$ cat src/link_stats_pkg.sv
// Purpose: Shared constants for the link error statistics block
// Assumes: AXI4-Lite register access, 32-bit data, byte addresses
// Notes:   Every counter is held in 16 bits; narrow ones stop at 255
package link_stats_pkg;

   // Counter indices: tributary data link set, then station set
   localparam int IX_INB     = 0;
   localparam int IX_LREP    = 1;
   localparam int IX_RREP    = 2;
   localparam int IX_LBUF    = 3;
   localparam int IX_RBUF    = 4;
   localparam int IX_SELTO   = 5;
   localparam int IX_TXMSG   = 6;
   localparam int IX_RXMSG   = 7;
   localparam int IX_SELINT  = 8;
   localparam int IX_RSTN    = 9;
   localparam int IX_LSTN    = 10;
   localparam int IX_GHDR    = 11;
   localparam int IX_MDAT    = 12;
   localparam int N_LINK     = 9;
   localparam int N_CNT      = 13;

   localparam logic [15:0] MAX8  = 16'h00FF;
   localparam logic [15:0] MAX16 = 16'hFFFF;

   // Background counters are the wide ones
   function automatic logic [15:0] cnt_max(input int i);
      return (i >= IX_TXMSG && i <= IX_SELINT) ? MAX16 : MAX8;
   endfunction : cnt_max

   // Cause flag positions
   localparam int FB_0 = 0;
   localparam int FB_1 = 1;
   localparam int FB_2 = 2;
   localparam int FB_3 = 3;

   // Register map (byte addresses)
   localparam logic [11:0] A_CFG     = 12'h000;
   localparam logic [11:0] A_CMD     = 12'h004;
   localparam logic [1:0]  AREA_LIVE = 2'h1;
   localparam logic [1:0]  AREA_SNAP = 2'h2;
   localparam int          AREA_LSB  = 6;
   localparam int          IDX_LSB   = 2;
   localparam int          FLAG_LSB  = 16;

   localparam int CFG_TYPE_LSB = 0;
   localparam int CFG_OWN_LSB  = 8;
   localparam int CFG_SEL_LSB  = 16;
   localparam logic [31:0] CFG_RESET = 32'h0000_0000;

   localparam int CMD_TRIB_CLR = 0;
   localparam int CMD_STN_CLR  = 1;
   localparam int CMD_MCLR     = 2;

   localparam logic [5:0] NAK_BUF_BUSY  = 6'h08;
   localparam logic [5:0] NAK_OVERRUN   = 6'h09;
   localparam logic [5:0] NAK_TOO_SMALL = 6'h10;
   localparam logic [5:0] NAK_HDR_FMT   = 6'h11;

   localparam logic [1:0] RESP_OKAY   = 2'h0;
   localparam logic [1:0] RESP_SLVERR = 2'h2;

   typedef enum logic [1:0] {
      ST_P2P_FULL = 2'b00,
      ST_P2P_HALF = 2'b01,
      ST_MP_CTRL  = 2'b10,
      ST_MP_TRIB  = 2'b11
   } station_t;

endpackage : link_stats_pkg

$ cat src/sat_cnt.sv
// Purpose: One saturating counter with four sticky cause flags
// Assumes: inc and fset are single-cycle pulses on aclk
// Notes:   A clear taken with an event restarts at that event
module sat_cnt (
   input  wire logic        aclk,
   input  wire logic        aresetn,
   input  wire logic        clr,
   input  wire logic        inc,
   input  wire logic [3:0]  fset,
   input  wire logic [15:0] max_val,
   output logic      [15:0] cnt_q,
   output logic      [3:0]  flags_q
);

   always_ff @(posedge aclk) begin
      if (!aresetn) begin
         cnt_q <= 16'h0000;
      end else if (clr) begin
         cnt_q <= inc ? 16'h0001 : 16'h0000;
      end else if (inc && cnt_q != max_val) begin
         cnt_q <= cnt_q + 16'h0001;
      end
   end

   // Set wins over clear so no cause is lost
   always_ff @(posedge aclk) begin
      if (!aresetn) begin
         flags_q <= 4'h0;
      end else if (clr) begin
         flags_q <= fset;
      end else begin
         flags_q <= flags_q | fset;
      end
   end

endmodule : sat_cnt

$ cat src/link_error_stats.sv
// Purpose: Error and traffic statistics for a synchronous link controller
// Assumes: Event inputs are one-cycle pulses from logic on aclk
// Notes:   One tributary counter set; each clear snapshots the old values in hardware
// Behaviour
// - Inbound error counter with header, data and reply cause flags
// - Control station charges non-maintenance header errors to selected tributary
// - Count reply requests sent for our unacknowledged data
// - Count acknowledges sent answering a remote reply request
// - Local buffer errors: unavailable and too-small flags on NAK due
// - Remote buffer errors: flags on NAK reasons eight and 16 received
// - Selection timeouts kept only by half-duplex and control stations
// - Timer expiry with no reply evidence sets no-reply flag
// - Timer expiry after reply evidence sets incomplete-reply flag
// - Carrier, sync sequence or lead characters show attempted sending
// - Count transmitted data messages, skip retransmissions, stop at 65535
// - Count good in-sequence received messages, stop at 65535
// - Count messages sent with select flag, selection keepers only
// - Station counters are 8 bits, one set for all tributaries
// - Station counters clear only on master clear or their command
// - Received reason nine NAK counts a remote overrun
// - Header format error counts, flags, and requests reason-17 NAK
// - Control station counts received address not matching selection
// - Babbling or unreleased channel counts and sets streaming flag
// - Local overrun: acknowledged flag with NAK, else silent flag if in header (tributary) or not running (others)
// - Local station counter adds underruns and received reason-17 NAKs
// - Global header and maintenance data check error counters
// - Counters stop at their maximum and never wrap
// - Data link set clears on master clear, establish or its command
module link_error_stats (
   input  wire logic        aclk,
   input  wire logic        aresetn,
   input  wire logic [11:0] awaddr,
   input  wire logic        awvalid,
   output logic             awready,
   input  wire logic [31:0] wdata,
   input  wire logic [3:0]  wstrb,
   input  wire logic        wvalid,
   output logic             wready,
   output logic      [1:0]  bresp,
   output logic             bvalid,
   input  wire logic        bready,
   input  wire logic [11:0] araddr,
   input  wire logic        arvalid,
   output logic             arready,
   output logic      [31:0] rdata,
   output logic      [1:0]  rresp,
   output logic             rvalid,
   input  wire logic        rready,
   input  wire logic [7:0]  rx_addr,
   input  wire logic        rx_maint,
   input  wire logic        ev_hdr_bcc,
   input  wire logic        ev_nak2_due,
   input  wire logic        ev_nak3_due,
   input  wire logic        ev_rep_sent,
   input  wire logic        ev_ack_rep_sent,
   input  wire logic        ev_nak8_due,
   input  wire logic        ev_nak16_due,
   input  wire logic        ev_nak_rx,
   input  wire logic [5:0]  nak_reason,
   input  wire logic        ev_sel_tx,
   input  wire logic        ev_sel_expire,
   input  wire logic        carrier,
   input  wire logic        ev_sync_rx,
   input  wire logic        ev_lead_char_rx,
   input  wire logic        ev_valid_ctl,
   input  wire logic        ev_valid_hdr,
   input  wire logic        ev_data_tx,
   input  wire logic        tx_retx,
   input  wire logic        ev_data_rx,
   input  wire logic        rx_ok,
   input  wire logic        ev_hdr_fmt,
   input  wire logic        ev_rx_msg,
   input  wire logic        ev_babble,
   input  wire logic        ev_unreleased,
   input  wire logic        ev_rx_overrun,
   input  wire logic        overrun_nak9,
   input  wire logic        rx_in_header,
   input  wire logic        run_state,
   input  wire logic        ev_tx_underrun,
   input  wire logic        ev_maint_data_bcc,
   input  wire logic        ev_trib_establish,
   output logic             nak17_req
);

   localparam int N = link_stats_pkg::N_CNT;

   ////////////////////////////////////////////////////////////////////////
   // Configuration and decode

   logic [31:0]                 cfg_q;
   link_stats_pkg::station_t    st;
   logic [7:0]                  own_addr;
   logic [7:0]                  sel_addr;
   logic                        is_trib;
   logic                        is_ctrl;
   logic                        keeper;
   logic                        hdr_own;
   logic                        hdr_glob;
   logic                        evidence;
   logic                        seen_q;
   logic                        ovr_ack;
   logic                        ovr_sil;
   logic [N-1:0]                inc;
   logic [N-1:0]                clr;
   logic [3:0]                  fset  [N];
   logic [15:0]                 cnt   [N];
   logic [3:0]                  flg   [N];
   logic [19:0]                 snap_q[N];
   logic                        trib_clr;
   logic                        stn_clr;
   logic                        mclr;

   assign st = link_stats_pkg::station_t'(
      cfg_q[link_stats_pkg::CFG_TYPE_LSB +: 2]);
   assign own_addr = cfg_q[link_stats_pkg::CFG_OWN_LSB +: 8];
   assign sel_addr = cfg_q[link_stats_pkg::CFG_SEL_LSB +: 8];
   assign is_trib  = (st == link_stats_pkg::ST_MP_TRIB);
   assign is_ctrl  = (st == link_stats_pkg::ST_MP_CTRL);
   assign keeper   = is_ctrl || st == link_stats_pkg::ST_P2P_HALF;

   // Tributaries only own header errors aimed at them
   assign hdr_own  = ev_hdr_bcc && !rx_maint &&
                     (!is_trib || rx_addr == own_addr);
   assign hdr_glob = ev_hdr_bcc &&
                     (rx_maint || (is_trib && rx_addr != own_addr));

   assign evidence = carrier || ev_sync_rx || ev_lead_char_rx ||
                     ev_valid_ctl || ev_valid_hdr;

   // Reply evidence within the current selection interval
   always_ff @(posedge aclk) begin
      if (!aresetn) begin
         seen_q <= 1'b0;
      end else if (evidence) begin
         seen_q <= 1'b1;
      end else if (ev_sel_tx || ev_sel_expire) begin
         seen_q <= 1'b0;
      end
   end

   assign ovr_ack = ev_rx_overrun && overrun_nak9;
   assign ovr_sil = ev_rx_overrun && !overrun_nak9 &&
                    (is_trib ? rx_in_header : !run_state);

   ////////////////////////////////////////////////////////////////////////
   // Events to counters

   always_comb begin
      for (int i = 0; i < N; i++) begin
         fset[i] = 4'h0;
      end
      inc = '0;
      inc[link_stats_pkg::IX_INB] =
         hdr_own || ev_nak2_due || ev_nak3_due;
      fset[link_stats_pkg::IX_INB] =
         {1'b0, ev_nak3_due, ev_nak2_due, hdr_own};
      inc[link_stats_pkg::IX_LREP] = ev_rep_sent;
      inc[link_stats_pkg::IX_RREP] = ev_ack_rep_sent;
      inc[link_stats_pkg::IX_LBUF] = ev_nak8_due || ev_nak16_due;
      fset[link_stats_pkg::IX_LBUF] = {2'b00, ev_nak16_due, ev_nak8_due};
      fset[link_stats_pkg::IX_RBUF] = {2'b00,
         ev_nak_rx && nak_reason == link_stats_pkg::NAK_TOO_SMALL,
         ev_nak_rx && nak_reason == link_stats_pkg::NAK_BUF_BUSY};
      inc[link_stats_pkg::IX_RBUF] = |fset[link_stats_pkg::IX_RBUF];
      if (keeper && ev_sel_expire) begin
         inc[link_stats_pkg::IX_SELTO] = 1'b1;
         fset[link_stats_pkg::IX_SELTO] =
            {2'b00, seen_q || evidence, !(seen_q || evidence)};
      end
      inc[link_stats_pkg::IX_TXMSG] = ev_data_tx && !tx_retx;
      inc[link_stats_pkg::IX_RXMSG] = ev_data_rx && rx_ok;
      inc[link_stats_pkg::IX_SELINT] = keeper && ev_sel_tx;
      fset[link_stats_pkg::IX_RSTN] = {
         ev_babble || ev_unreleased,
         is_ctrl && ev_rx_msg && rx_addr != sel_addr,
         ev_hdr_fmt,
         ev_nak_rx && nak_reason == link_stats_pkg::NAK_OVERRUN};
      inc[link_stats_pkg::IX_RSTN] = |fset[link_stats_pkg::IX_RSTN];
      fset[link_stats_pkg::IX_LSTN] = {
         ev_nak_rx && nak_reason == link_stats_pkg::NAK_HDR_FMT,
         ev_tx_underrun, ovr_sil, ovr_ack};
      inc[link_stats_pkg::IX_LSTN] = |fset[link_stats_pkg::IX_LSTN];
      inc[link_stats_pkg::IX_GHDR] = hdr_glob;
      inc[link_stats_pkg::IX_MDAT] = ev_maint_data_bcc;
   end

   // Header format errors ask the engine for a reason-17 NAK
   always_ff @(posedge aclk) begin
      if (!aresetn) begin
         nak17_req <= 1'b0;
      end else begin
         nak17_req <= ev_hdr_fmt;
      end
   end

   ////////////////////////////////////////////////////////////////////////
   // Counter bank and snapshots

   for (genvar g = 0; g < N; g++) begin : g_cnt
      // Station set ignores tributary clears
      assign clr[g] = (g < link_stats_pkg::N_LINK) ? trib_clr : stn_clr;

      sat_cnt u_cnt (
         .aclk    (aclk),
         .aresetn (aresetn),
         .clr     (clr[g]),
         .inc     (inc[g]),
         .fset    (fset[g]),
         .max_val (link_stats_pkg::cnt_max(g)),
         .cnt_q   (cnt[g]),
         .flags_q (flg[g])
      );

      // Snapshot takes the old value in the clearing cycle
      always_ff @(posedge aclk) begin
         if (!aresetn) begin
            snap_q[g] <= 20'h00000;
         end else if (clr[g]) begin
            snap_q[g] <= {flg[g], cnt[g]};
         end
      end
   end

   ////////////////////////////////////////////////////////////////////////
   // AXI4-Lite slave

   logic        aw_hold_q;
   logic        w_hold_q;
   logic [11:0] awaddr_q;
   logic [31:0] wdata_q;
   logic [3:0]  wstrb_q;
   logic        aw_hs;
   logic        w_hs;
   logic        have_aw;
   logic        have_w;
   logic        do_wr;
   logic [11:0] wa;
   logic [31:0] wd;
   logic [3:0]  ws;
   logic        bvalid_d;
   logic        rvalid_d;
   logic        ar_hs;
   logic        cmd_wr;
   logic [1:0]  rd_area;
   logic [3:0]  rd_idx;
   logic [31:0] rd_word;
   logic        rd_ok;

   assign aw_hs   = awvalid && awready;
   assign w_hs    = wvalid && wready;
   assign have_aw = aw_hold_q || aw_hs;
   assign have_w  = w_hold_q || w_hs;
   assign do_wr   = have_aw && have_w;
   assign wa      = aw_hold_q ? awaddr_q : awaddr;
   assign wd      = w_hold_q ? wdata_q : wdata;
   assign ws      = w_hold_q ? wstrb_q : wstrb;
   assign bvalid_d = (bvalid && !bready) || do_wr;

   assign cmd_wr   = do_wr && wa == link_stats_pkg::A_CMD && ws[0];
   assign mclr     = cmd_wr && wd[link_stats_pkg::CMD_MCLR];
   assign trib_clr = mclr || ev_trib_establish ||
                     (cmd_wr && wd[link_stats_pkg::CMD_TRIB_CLR]);
   assign stn_clr  = mclr ||
                     (cmd_wr && wd[link_stats_pkg::CMD_STN_CLR]);

   always_ff @(posedge aclk) begin
      if (!aresetn) begin
         aw_hold_q <= 1'b0;
         w_hold_q  <= 1'b0;
         awready   <= 1'b0;
         wready    <= 1'b0;
         bvalid    <= 1'b0;
         bresp     <= link_stats_pkg::RESP_OKAY;
      end else begin
         aw_hold_q <= have_aw && !do_wr;
         w_hold_q  <= have_w && !do_wr;
         awready   <= !(have_aw && !do_wr) && !bvalid_d;
         wready    <= !(have_w && !do_wr) && !bvalid_d;
         bvalid    <= bvalid_d;
         if (do_wr) begin
            bresp <= (wa == link_stats_pkg::A_CFG ||
                      wa == link_stats_pkg::A_CMD) ?
                     link_stats_pkg::RESP_OKAY : link_stats_pkg::RESP_SLVERR;
         end
      end
   end

   always_ff @(posedge aclk) begin
      if (!aresetn) begin
         awaddr_q <= 12'h000;
         wdata_q  <= 32'h0000_0000;
         wstrb_q  <= 4'h0;
      end else begin
         if (aw_hs) begin
            awaddr_q <= awaddr;
         end
         if (w_hs) begin
            wdata_q <= wdata;
            wstrb_q <= wstrb;
         end
      end
   end

   // Configuration honours byte lanes
   always_ff @(posedge aclk) begin
      if (!aresetn) begin
         cfg_q <= link_stats_pkg::CFG_RESET;
      end else if (do_wr && wa == link_stats_pkg::A_CFG) begin
         for (int b = 0; b < 4; b++) begin
            if (ws[b]) begin
               cfg_q[8*b +: 8] <= wd[8*b +: 8];
            end
         end
      end
   end

   assign ar_hs    = arvalid && arready;
   assign rvalid_d = (rvalid && !rready) || ar_hs;
   assign rd_area  = araddr[link_stats_pkg::AREA_LSB +: 2];
   assign rd_idx   = araddr[link_stats_pkg::IDX_LSB +: 4];

   always_comb begin
      rd_word = 32'h0000_0000;
      rd_ok   = 1'b1;
      if (araddr == link_stats_pkg::A_CFG) begin
         rd_word = cfg_q;
      end else if (araddr == link_stats_pkg::A_CMD) begin
         rd_word = 32'h0000_0000;
      end else if (araddr[11:8] == 4'h0 && araddr[1:0] == 2'h0 &&
                   32'(rd_idx) < N && rd_area == link_stats_pkg::AREA_LIVE) begin
         rd_word = {12'h000, flg[rd_idx], cnt[rd_idx]};
      end else if (araddr[11:8] == 4'h0 && araddr[1:0] == 2'h0 &&
                   32'(rd_idx) < N && rd_area == link_stats_pkg::AREA_SNAP) begin
         rd_word = {12'h000, snap_q[rd_idx]};
      end else begin
         rd_ok = 1'b0;
      end
   end

   always_ff @(posedge aclk) begin
      if (!aresetn) begin
         arready <= 1'b0;
         rvalid  <= 1'b0;
         rdata   <= 32'h0000_0000;
         rresp   <= link_stats_pkg::RESP_OKAY;
      end else begin
         arready <= !rvalid_d;
         rvalid  <= rvalid_d;
         if (ar_hs) begin
            rdata <= rd_word;
            rresp <= rd_ok ? link_stats_pkg::RESP_OKAY :
                             link_stats_pkg::RESP_SLVERR;
         end
      end
   end
endmodule : link_error_stats

$ cat config.mk
export PLATFORM = sky130hd
export DESIGN_NAME = link_error_stats
export DESIGN_NICKNAME = d
export VERILOG_FILES = /design/src/link_stats_pkg.sv /design/src/sat_cnt.sv /design/src/link_error_stats.sv
export SDC_FILE = /design/constraint.sdc
export NUM_CORES = 1
export LEC_CHECK = 0
export BUFFER_PORTS_ARGS = -buffer_cell sky130_fd_sc_hd__buf_2
export CAP_MARGIN = 20
export CORE_ASPECT_RATIO = 1.4
export CORE_MARGIN = 3
export CORE_UTILIZATION = 60
export CTS_CLUSTER_DIAMETER = 30
export DETAILED_ROUTE_END_ITERATION = 10
export PLACE_DENSITY = 0.78
export SKIP_LAST_GASP = 1
export SLEW_MARGIN = 20
export SYNTH_ARGS = -nofsm -noshare
export SYNTH_HDL_FRONTEND = slang
export SYNTH_HIERARCHICAL = 1
export SYNTH_SLANG_ARGS = --single-unit
export TNS_END_PERCENT = 30
$ cat constraint.sdc
create_clock -name aclk -period 18.5 [get_ports aclk]
set_input_delay 1.85 -clock aclk [delete_from_list [all_inputs] [get_ports aclk]]
set_output_delay 1.85 -clock aclk [all_outputs]
set_load 0.02 [all_outputs]
==> results of run 1 <==
## state kept, by name (all words and copies together) (netlist names)
signal and flops:
snap_q 260, rresp 1, wdata_q 32, nak17_req 1, seen_q 1, rvalid 1
wready 1, g_cnt.u_cnt/flags_q 52, wstrb_q 4, aw_hold_q 1, arready 1, bresp 1
cfg_q 32, awready 1, awaddr_q 12, w_hold_q 1, bvalid 1, g_cnt.u_cnt/cnt_q 208
rdata 32
## report_power, final
part           internal, uW  leakage (uW)  switching (uW)
registers              1520       0.00594            31.8
logic                   108       0.00686             173
clock network          1430       0.00198             769
## per-stage QoR
step                util (%)  worst slack, ns  hold slack (ns)  total power, uW
floorplan                  -             9.50            0.440             1770
global placement        64.0            13.36            0.448             1840
detailed placement      64.1            13.29            0.458             1850
CTS                     71.3            13.97            0.465             4030
global route            71.5            13.71            0.482             4130
finish                  71.5            13.94            0.464             4030
## cell usage after synthesis (17+ instances only)
cell type and count:
dfxtp_1 383, edfxtp_1 260, mux2_2 34, xnor2_1 216
nor2b_1 110, mux4_2 73, a21oi_1 226, or3_1 173
and3_1 109, nor4_1 23, nand2_1 226, and2_1 202
buf_4 44, buf_6 23, nor3_1 23, nand2b_1 20
nor2_1 46, a2111oi_0 19, or4_1 17, nand4_1 145
o22ai_1 19, clkbuf_1 104, buf_2 24, o21ai_0 167
inv_1 44, o21ai_1 65, mux2i_1 147, nand3b_1 21
nand3_1 80, o21a_1 66, o41ai_1 26, a22oi_1 26
a21boi_0 77
## worst register-to-register path, cell delays in order, from the launching register on
cell and delay, ns:
dfxtp_2 1.05, mux2i_1 0.28, a2111oi_0 0.52, nand2_1 0.18
o21ai_4 0.15, buf_4 0.46, buf_4 0.80, and2_1 0.37
## layer usage
layer / vias up / global-route usage [%]
li1: 13078 / -
met1: 13615 / 38.5
met2: 1324 / 53.7
met3: 315 / 5.97
met4: 2 / 18.7
met5: - / 0
## worst paths after layout
check	slack, ns	from	to	cells past startpoint
max	13.94	awvalid	snap_q[3][13]	8
min reg2reg	0.46	wstrb_q[1]	wstrb_q[1]	2
max reg2reg	14.54	w_hold_q	snap_q[3][13]	7
min	0.46	wstrb_q[1]	wstrb_q[1]	2
## area by class of cell
cell class                 count  area [um^2]
timing repair buffer         190         1130
multi-input combinational   2722        18600
clock inverter                76          971
clock buffer                 140         3100
tap                          735          920
sequential                   643        15500
fill                        4031        16100
antenna                        8         20.0
inverter                      46          173
## logic make-up (layout without fill, tap and decap cells)
kind of cell	count (synthesis)	count (layout)	share of synthesized area, %
xor+xnor	224	224	5.72
buf+inv	251	452	3.92
mux	255	255	10.2
fa+ha+maj	15	15	0.547
simple gates	1225	1225	20.4
flops	643	643	45.1
other cells	2	253	0.0219
compound gates	758	758	14.1
==> impl_metrics.tcl, run 1 <==
set metrics [dict create \
    drive_gt1_share_pct 13.9 \
    crit_path_cell_trace "buf_2, and2_0, o22ai_4, a211o_1, o21ai_4, buf_4, buf_4, and2_1" \
    cts_buffer_depth 3 \
    gp_congestion 0.905 \
    yosysWarnings 6 \
    seq_area_frac_synth_pct 45.1 \
    worst_slew_margin_rel_pct 27.1 \
    vias 28334 \
    grt_max_degree 119 \
    worstSetupEndpointType "flip-flop" \
    critPathArrivalTime_ns 5.08 \
    routedWlPerCell_um 21.9 \
    post_cts_buffers 0 \
    postSynthAreaPerCell_um2 10.2 \
    synth_area_leaders "edfxtp_1 23%, dfxtp_1 22%, xnor2_1 5.5%" \
    htreeDepth 3 \
    critPathSlowestCell "buf_4" \
    num_rows 103 \
    drc 0 \
    synth_area_leader_cell "edfxtp_1" \
    synth-seq-cells 643 \
    cp-start-kind "input pin" \
    critical_path.most_common_cell "buf_4" \
    coreArea_um2 56400 \
    wl_met3_um 8110 \
    final_cell_area_um2 40400 \
    area_delta_synth_final_pct 17.6 \
    routed_wl_um 100000 \
    cts_sinks 643 \
    critPathTopFamily "buffers and inverters" \
    place_area_um2 36200 \
    ir_worst_vdd_uv 89.5 \
    path_max_fanout 118 \
    p_per_area_nw_per_um2 99.8 \
    post-dp-hpwl_um 66200 \
    grt_setup_unrepaired "no" \
    synth_cells 3373 \
    grt_pass1_vias 26550 \
    die_x_um 208 \
    io_pins 154 \
    critPathBufInv 3 \
    start_util_pct 60.8 \
    root_buffer "clkbuf_16" \
    drt-met1-wl_um 36800 \
    ant_nets 0 \
    clkTransAtPathRegs_ns 0.05 \
    timing.final.crit_period_ns 4.56 \
    crit_type "in -> reg" \
    dr.pass1.iters 7 \
    numCtsBuffers 113 \
    synth_edf_count 260 \
    insertion_delay_ns 0.67 \
    fin_cells 4560 \
    critPathRequiredTime_ns 19.02 \
    max_stage_delay_ns 0.80 \
    min_period_over_period_pct 24.7 \
    overflow 0 \
    syn-cell-area_um2 34300 \
    final_cell_mix "382 x dfxtp_1, 260 x edfxtp_1, 245 x conb_1, 226 x a21oi_1, 225 x nand2_1" \
    fmax_ghz 0.219 \
    final_net_count 3843 \
    slew_violations 0 \
    synth_ff_type "dfxtp_1" \
    ctsResizeCount 0 \
    cts_hold_repair.buffers 0 \
    grtUsageTotal_pct 31.9 \
    wl_met2_um 48900 \
    dieArea_um2 60100 \
    status "finished, final reports clean" \
    finalHoldViolCount 0 \
    dp.cells 4329 \
    viasPerCell 6.21 \
    fp.dieH_um 289 \
    io_buffers 151 \
    final_common_cell "dfxtp_1" \
    grt_antenna_before_repair 7 \
    tightest_slew_ns 1.09 \
    p_leak_uw 0.0148 \
    post-synth-top-area-fraction_pct 22.8 \
    worst_clock_skew_ns 0.0377 \
    cts_tree "done" \
    min_path_type "reg -> reg" \
    async_reset_ff_share_pct 0 \
    drt_iter0_markers 3008 \
    setup_viol 0 \
    synth.distinct_cells 66 \
    maxCapViolCount 0 \
    grt_first_pass_wirelength_um 151000 \
    tns_ns 0 \
    dr.max_layer_used "met5" \
]
(Power assumes the default switching activity.)
==> run 2: changes to the inputs <==
- CORE_UTILIZATION: 60 -> 57
- clock period: 18.5 -> 4.14 ns (I/O delays scaled with it)
==> run 2 against run 1 <==
Combinational power increased to 4.7 times the previous value. Utilization decreased by 2.0 points. Clock skew increased by 0.026 ns. Power increased to 4.4 times the previous value. Cell area increased by 1.8%. Critical endpoint is now g_cnt[0].u_cnt/cnt_q[12]. First-iteration DRC count increased by 8.5%. Largest power group unchanged. Clock power increased to 4.4 times the previous value. Critical path type is now reg -> reg. Sequential share of layout area decreased by 0.68 points. Final cell count increased by 1.9%. Sequential power increased to 4.5 times the previous value. Worst setup slack got worse by 13 ns. Worst hold slack got worse by 0.46 ns.
==> impl_metrics.tcl, run 2 (synthesis results as in run 1) <==
set metrics [dict create \
    status "finished, final reports clean" \
    ant_nets 0 \
    coreArea_um2 59100 \
    start_util_pct 58.0 \
    critPathArrivalTime_ns 3.96 \
    cts_buffer_depth 3 \
    slew_violations 0 \
    final_common_cell "dfxtp_1" \
    post-dp-hpwl_um 67100 \
    critPathSlowestCell "dfxtp_2" \
    htreeDepth 3 \
    power_frac_seq_pct 38.8 \
    p_sw_uw 4460 \
    finish.utilization_pct 69.5 \
    fp.dieH_um 296 \
    grt_first_pass_wirelength_um 152000 \
    clkTransAtPathRegs_ns 0.06 \
    num_rows 105 \
    reg_top3 "snap_q x260, g_cnt.u_cnt/cnt_q x208, g_cnt.u_cnt/flags_q x52" \
    ir_worst_vdd_uv 426 \
    internal_power_uw 13400 \
    routed_wl_um 101000 \
    ctsResizeCount 0 \
    finalHoldViolCount 0 \
    cts_hold_repair.buffers 52 \
    numCtsBuffers 112 \
    maxCapViolCount 0 \
    vias 28734 \
    io_buffers 151 \
    dr.pass1.iters 6 \
    cp-start-kind "flip-flop" \
    crit_start "w_hold_q" \
    p_sw_share_pct 25.0 \
    grt_pass1_vias 27143 \
    regMostFlops "snap_q" \
    area_delta_synth_final_pct 19.8 \
    path_max_fanout 54 \
    grt_setup_unrepaired "no" \
    root_buffer "clkbuf_16" \
    grt_antenna_before_repair 9 \
    worstSetupEndpointType "flip-flop" \
    final_net_count 3916 \
    clockPowerShare_pct 53.9 \
    largest_register_ffs 260 \
    die_x_um 213 \
    r2r-start "w_hold_q" \
    dieArea_um2 63200 \
    timing.final.crit_period_ns 3.44 \
    cts_sinks 643 \
    viasPerCell 6.19 \
    routedWlPerCell_um 21.7 \
    critical_path.most_common_cell "a21oi_1" \
    drive_gt1_share_pct 14.2 \
    insertion_delay_ns 0.71 \
    cts_tree "done" \
    io_pins 154 \
    drt_iter0_markers 3265 \
    fmax_ghz 0.291 \
    max_stage_delay_ns 1.03 \
    min_period_over_period_pct 83.1 \
    drc 0 \
    min_path_type "in -> reg" \
    tightest_slew_ns 1.07 \
    setup_viol 0 \
    tns_ns 0 \
    worst_clock_skew_ns 0.0637 \
    p_comb_share_pct 7.4 \
    grtUsageTotal_pct 31.0 \
    pre_cts_ws_ns 0.951 \
    crit_path_cell_trace "mux2i_1, a2111oi_0, a21oi_1, inv_2, buf_12, inv_1, nand2_1, a21oi_1" \
    critPathRequiredTime_ns 4.65 \
    worst_slew_margin_rel_pct 28.8 \
    post_cts_buffers 0 \
    p_leak_uw 0.0151 \
    min-delay-start "wdata[28]" \
    grt_max_degree 136 \
    final.setup.worst_slack_ns 0.698 \
    final_cell_mix "382 x dfxtp_1, 260 x edfxtp_1, 245 x conb_1, 226 x a21oi_1, 225 x nand2_1" \
    crit_type "reg -> reg" \
    gp_congestion 0.936 \
    p_per_area_nw_per_um2 434 \
    overflow 0 \
]
run 2: cell count changes in the layout (fill, tap and decap cells not counted), sizes merged:
cell         change
clkinvlp         +7
buf             +23
clkinv           +2
clkbuf           -6
diode            -1
bufinv           -4
dlygate4sd3     +52
inv              -2
run 2: path summary, 6_finish.rpt:
kind	to	slack (ns)	depth (start not counted)
setup / recovery	g_cnt[0].u_cnt/cnt_q[12]	0.70	8
hold / removal	wdata_q[28]	0.006	3
setup reg to reg	g_cnt[0].u_cnt/cnt_q[12]	0.70	8
hold reg to reg	rdata[21]	0.46	2
run 2: critical path: cells and delay by family, from the launching register on:
kind	cells	cell delay [ns]
flip-flops	1	1.03
AO/OA/AOI/OAI	3	0.91
buffers and inverters	3	0.58
AND/OR/NAND/NOR	1	0.42
multiplexers	1	0.24
run 2: layout make-up:
type	count	area [um^2]
Inverter	46	173
Clock inverter	79	986
Timing Repair Buffer	264	1900
Clock buffer	135	3020
Tap cell	749	937
Antenna cell	7	17.5
Sequential cell	643	15500
Fill cell	4192	18000
Multi-Input combinational cell	2722	18600
run 2: power by group through the flow:
stage	combinational (uW)	sequential [uW]	clock, uW
4_1_cts	1280	6910	9660
5_1_grt	1410	6930	9960
6_report	1310	6920	9610
2_1_floorplan	876	7000	0
3_5_place_dp	1230	7040	0
3_3_place_gp	1210	7030	0
run 2: through the flow:
| stage | hold slack [ns] | std cells | cell area [um^2] | power (uW) |
|---|---|---|---|---|
| final | 0.00622 | 4645 | 41100 | 17800 |
| after global routing | 0.0133 | 4644 | 41100 | 18300 |
| after CTS | 0.000135 | 4630 | 41000 | 17800 |
| after detailed placement | 0.456 | 4364 | 36500 | 8260 |
| after global placement | 0.447 | 4363 | 36500 | 8240 |
| after floorplan | 0.440 | 3616 | 35200 | 7880 |
run 2: routing by layer:
layer / track usage (%) / vias up / routed length (um) / share of wire, %
met2: 53.1 / 1396 / 49700 / 49
met4: 17.9 / 2 / 6470 / 6.4
li1: - / 13208 / - / -
met1: 37.1 / 13805 / 36800 / 37
met5: 0 / - / 16 / 0.016
met3: 4.83 / 323 / 7620 / 7.6
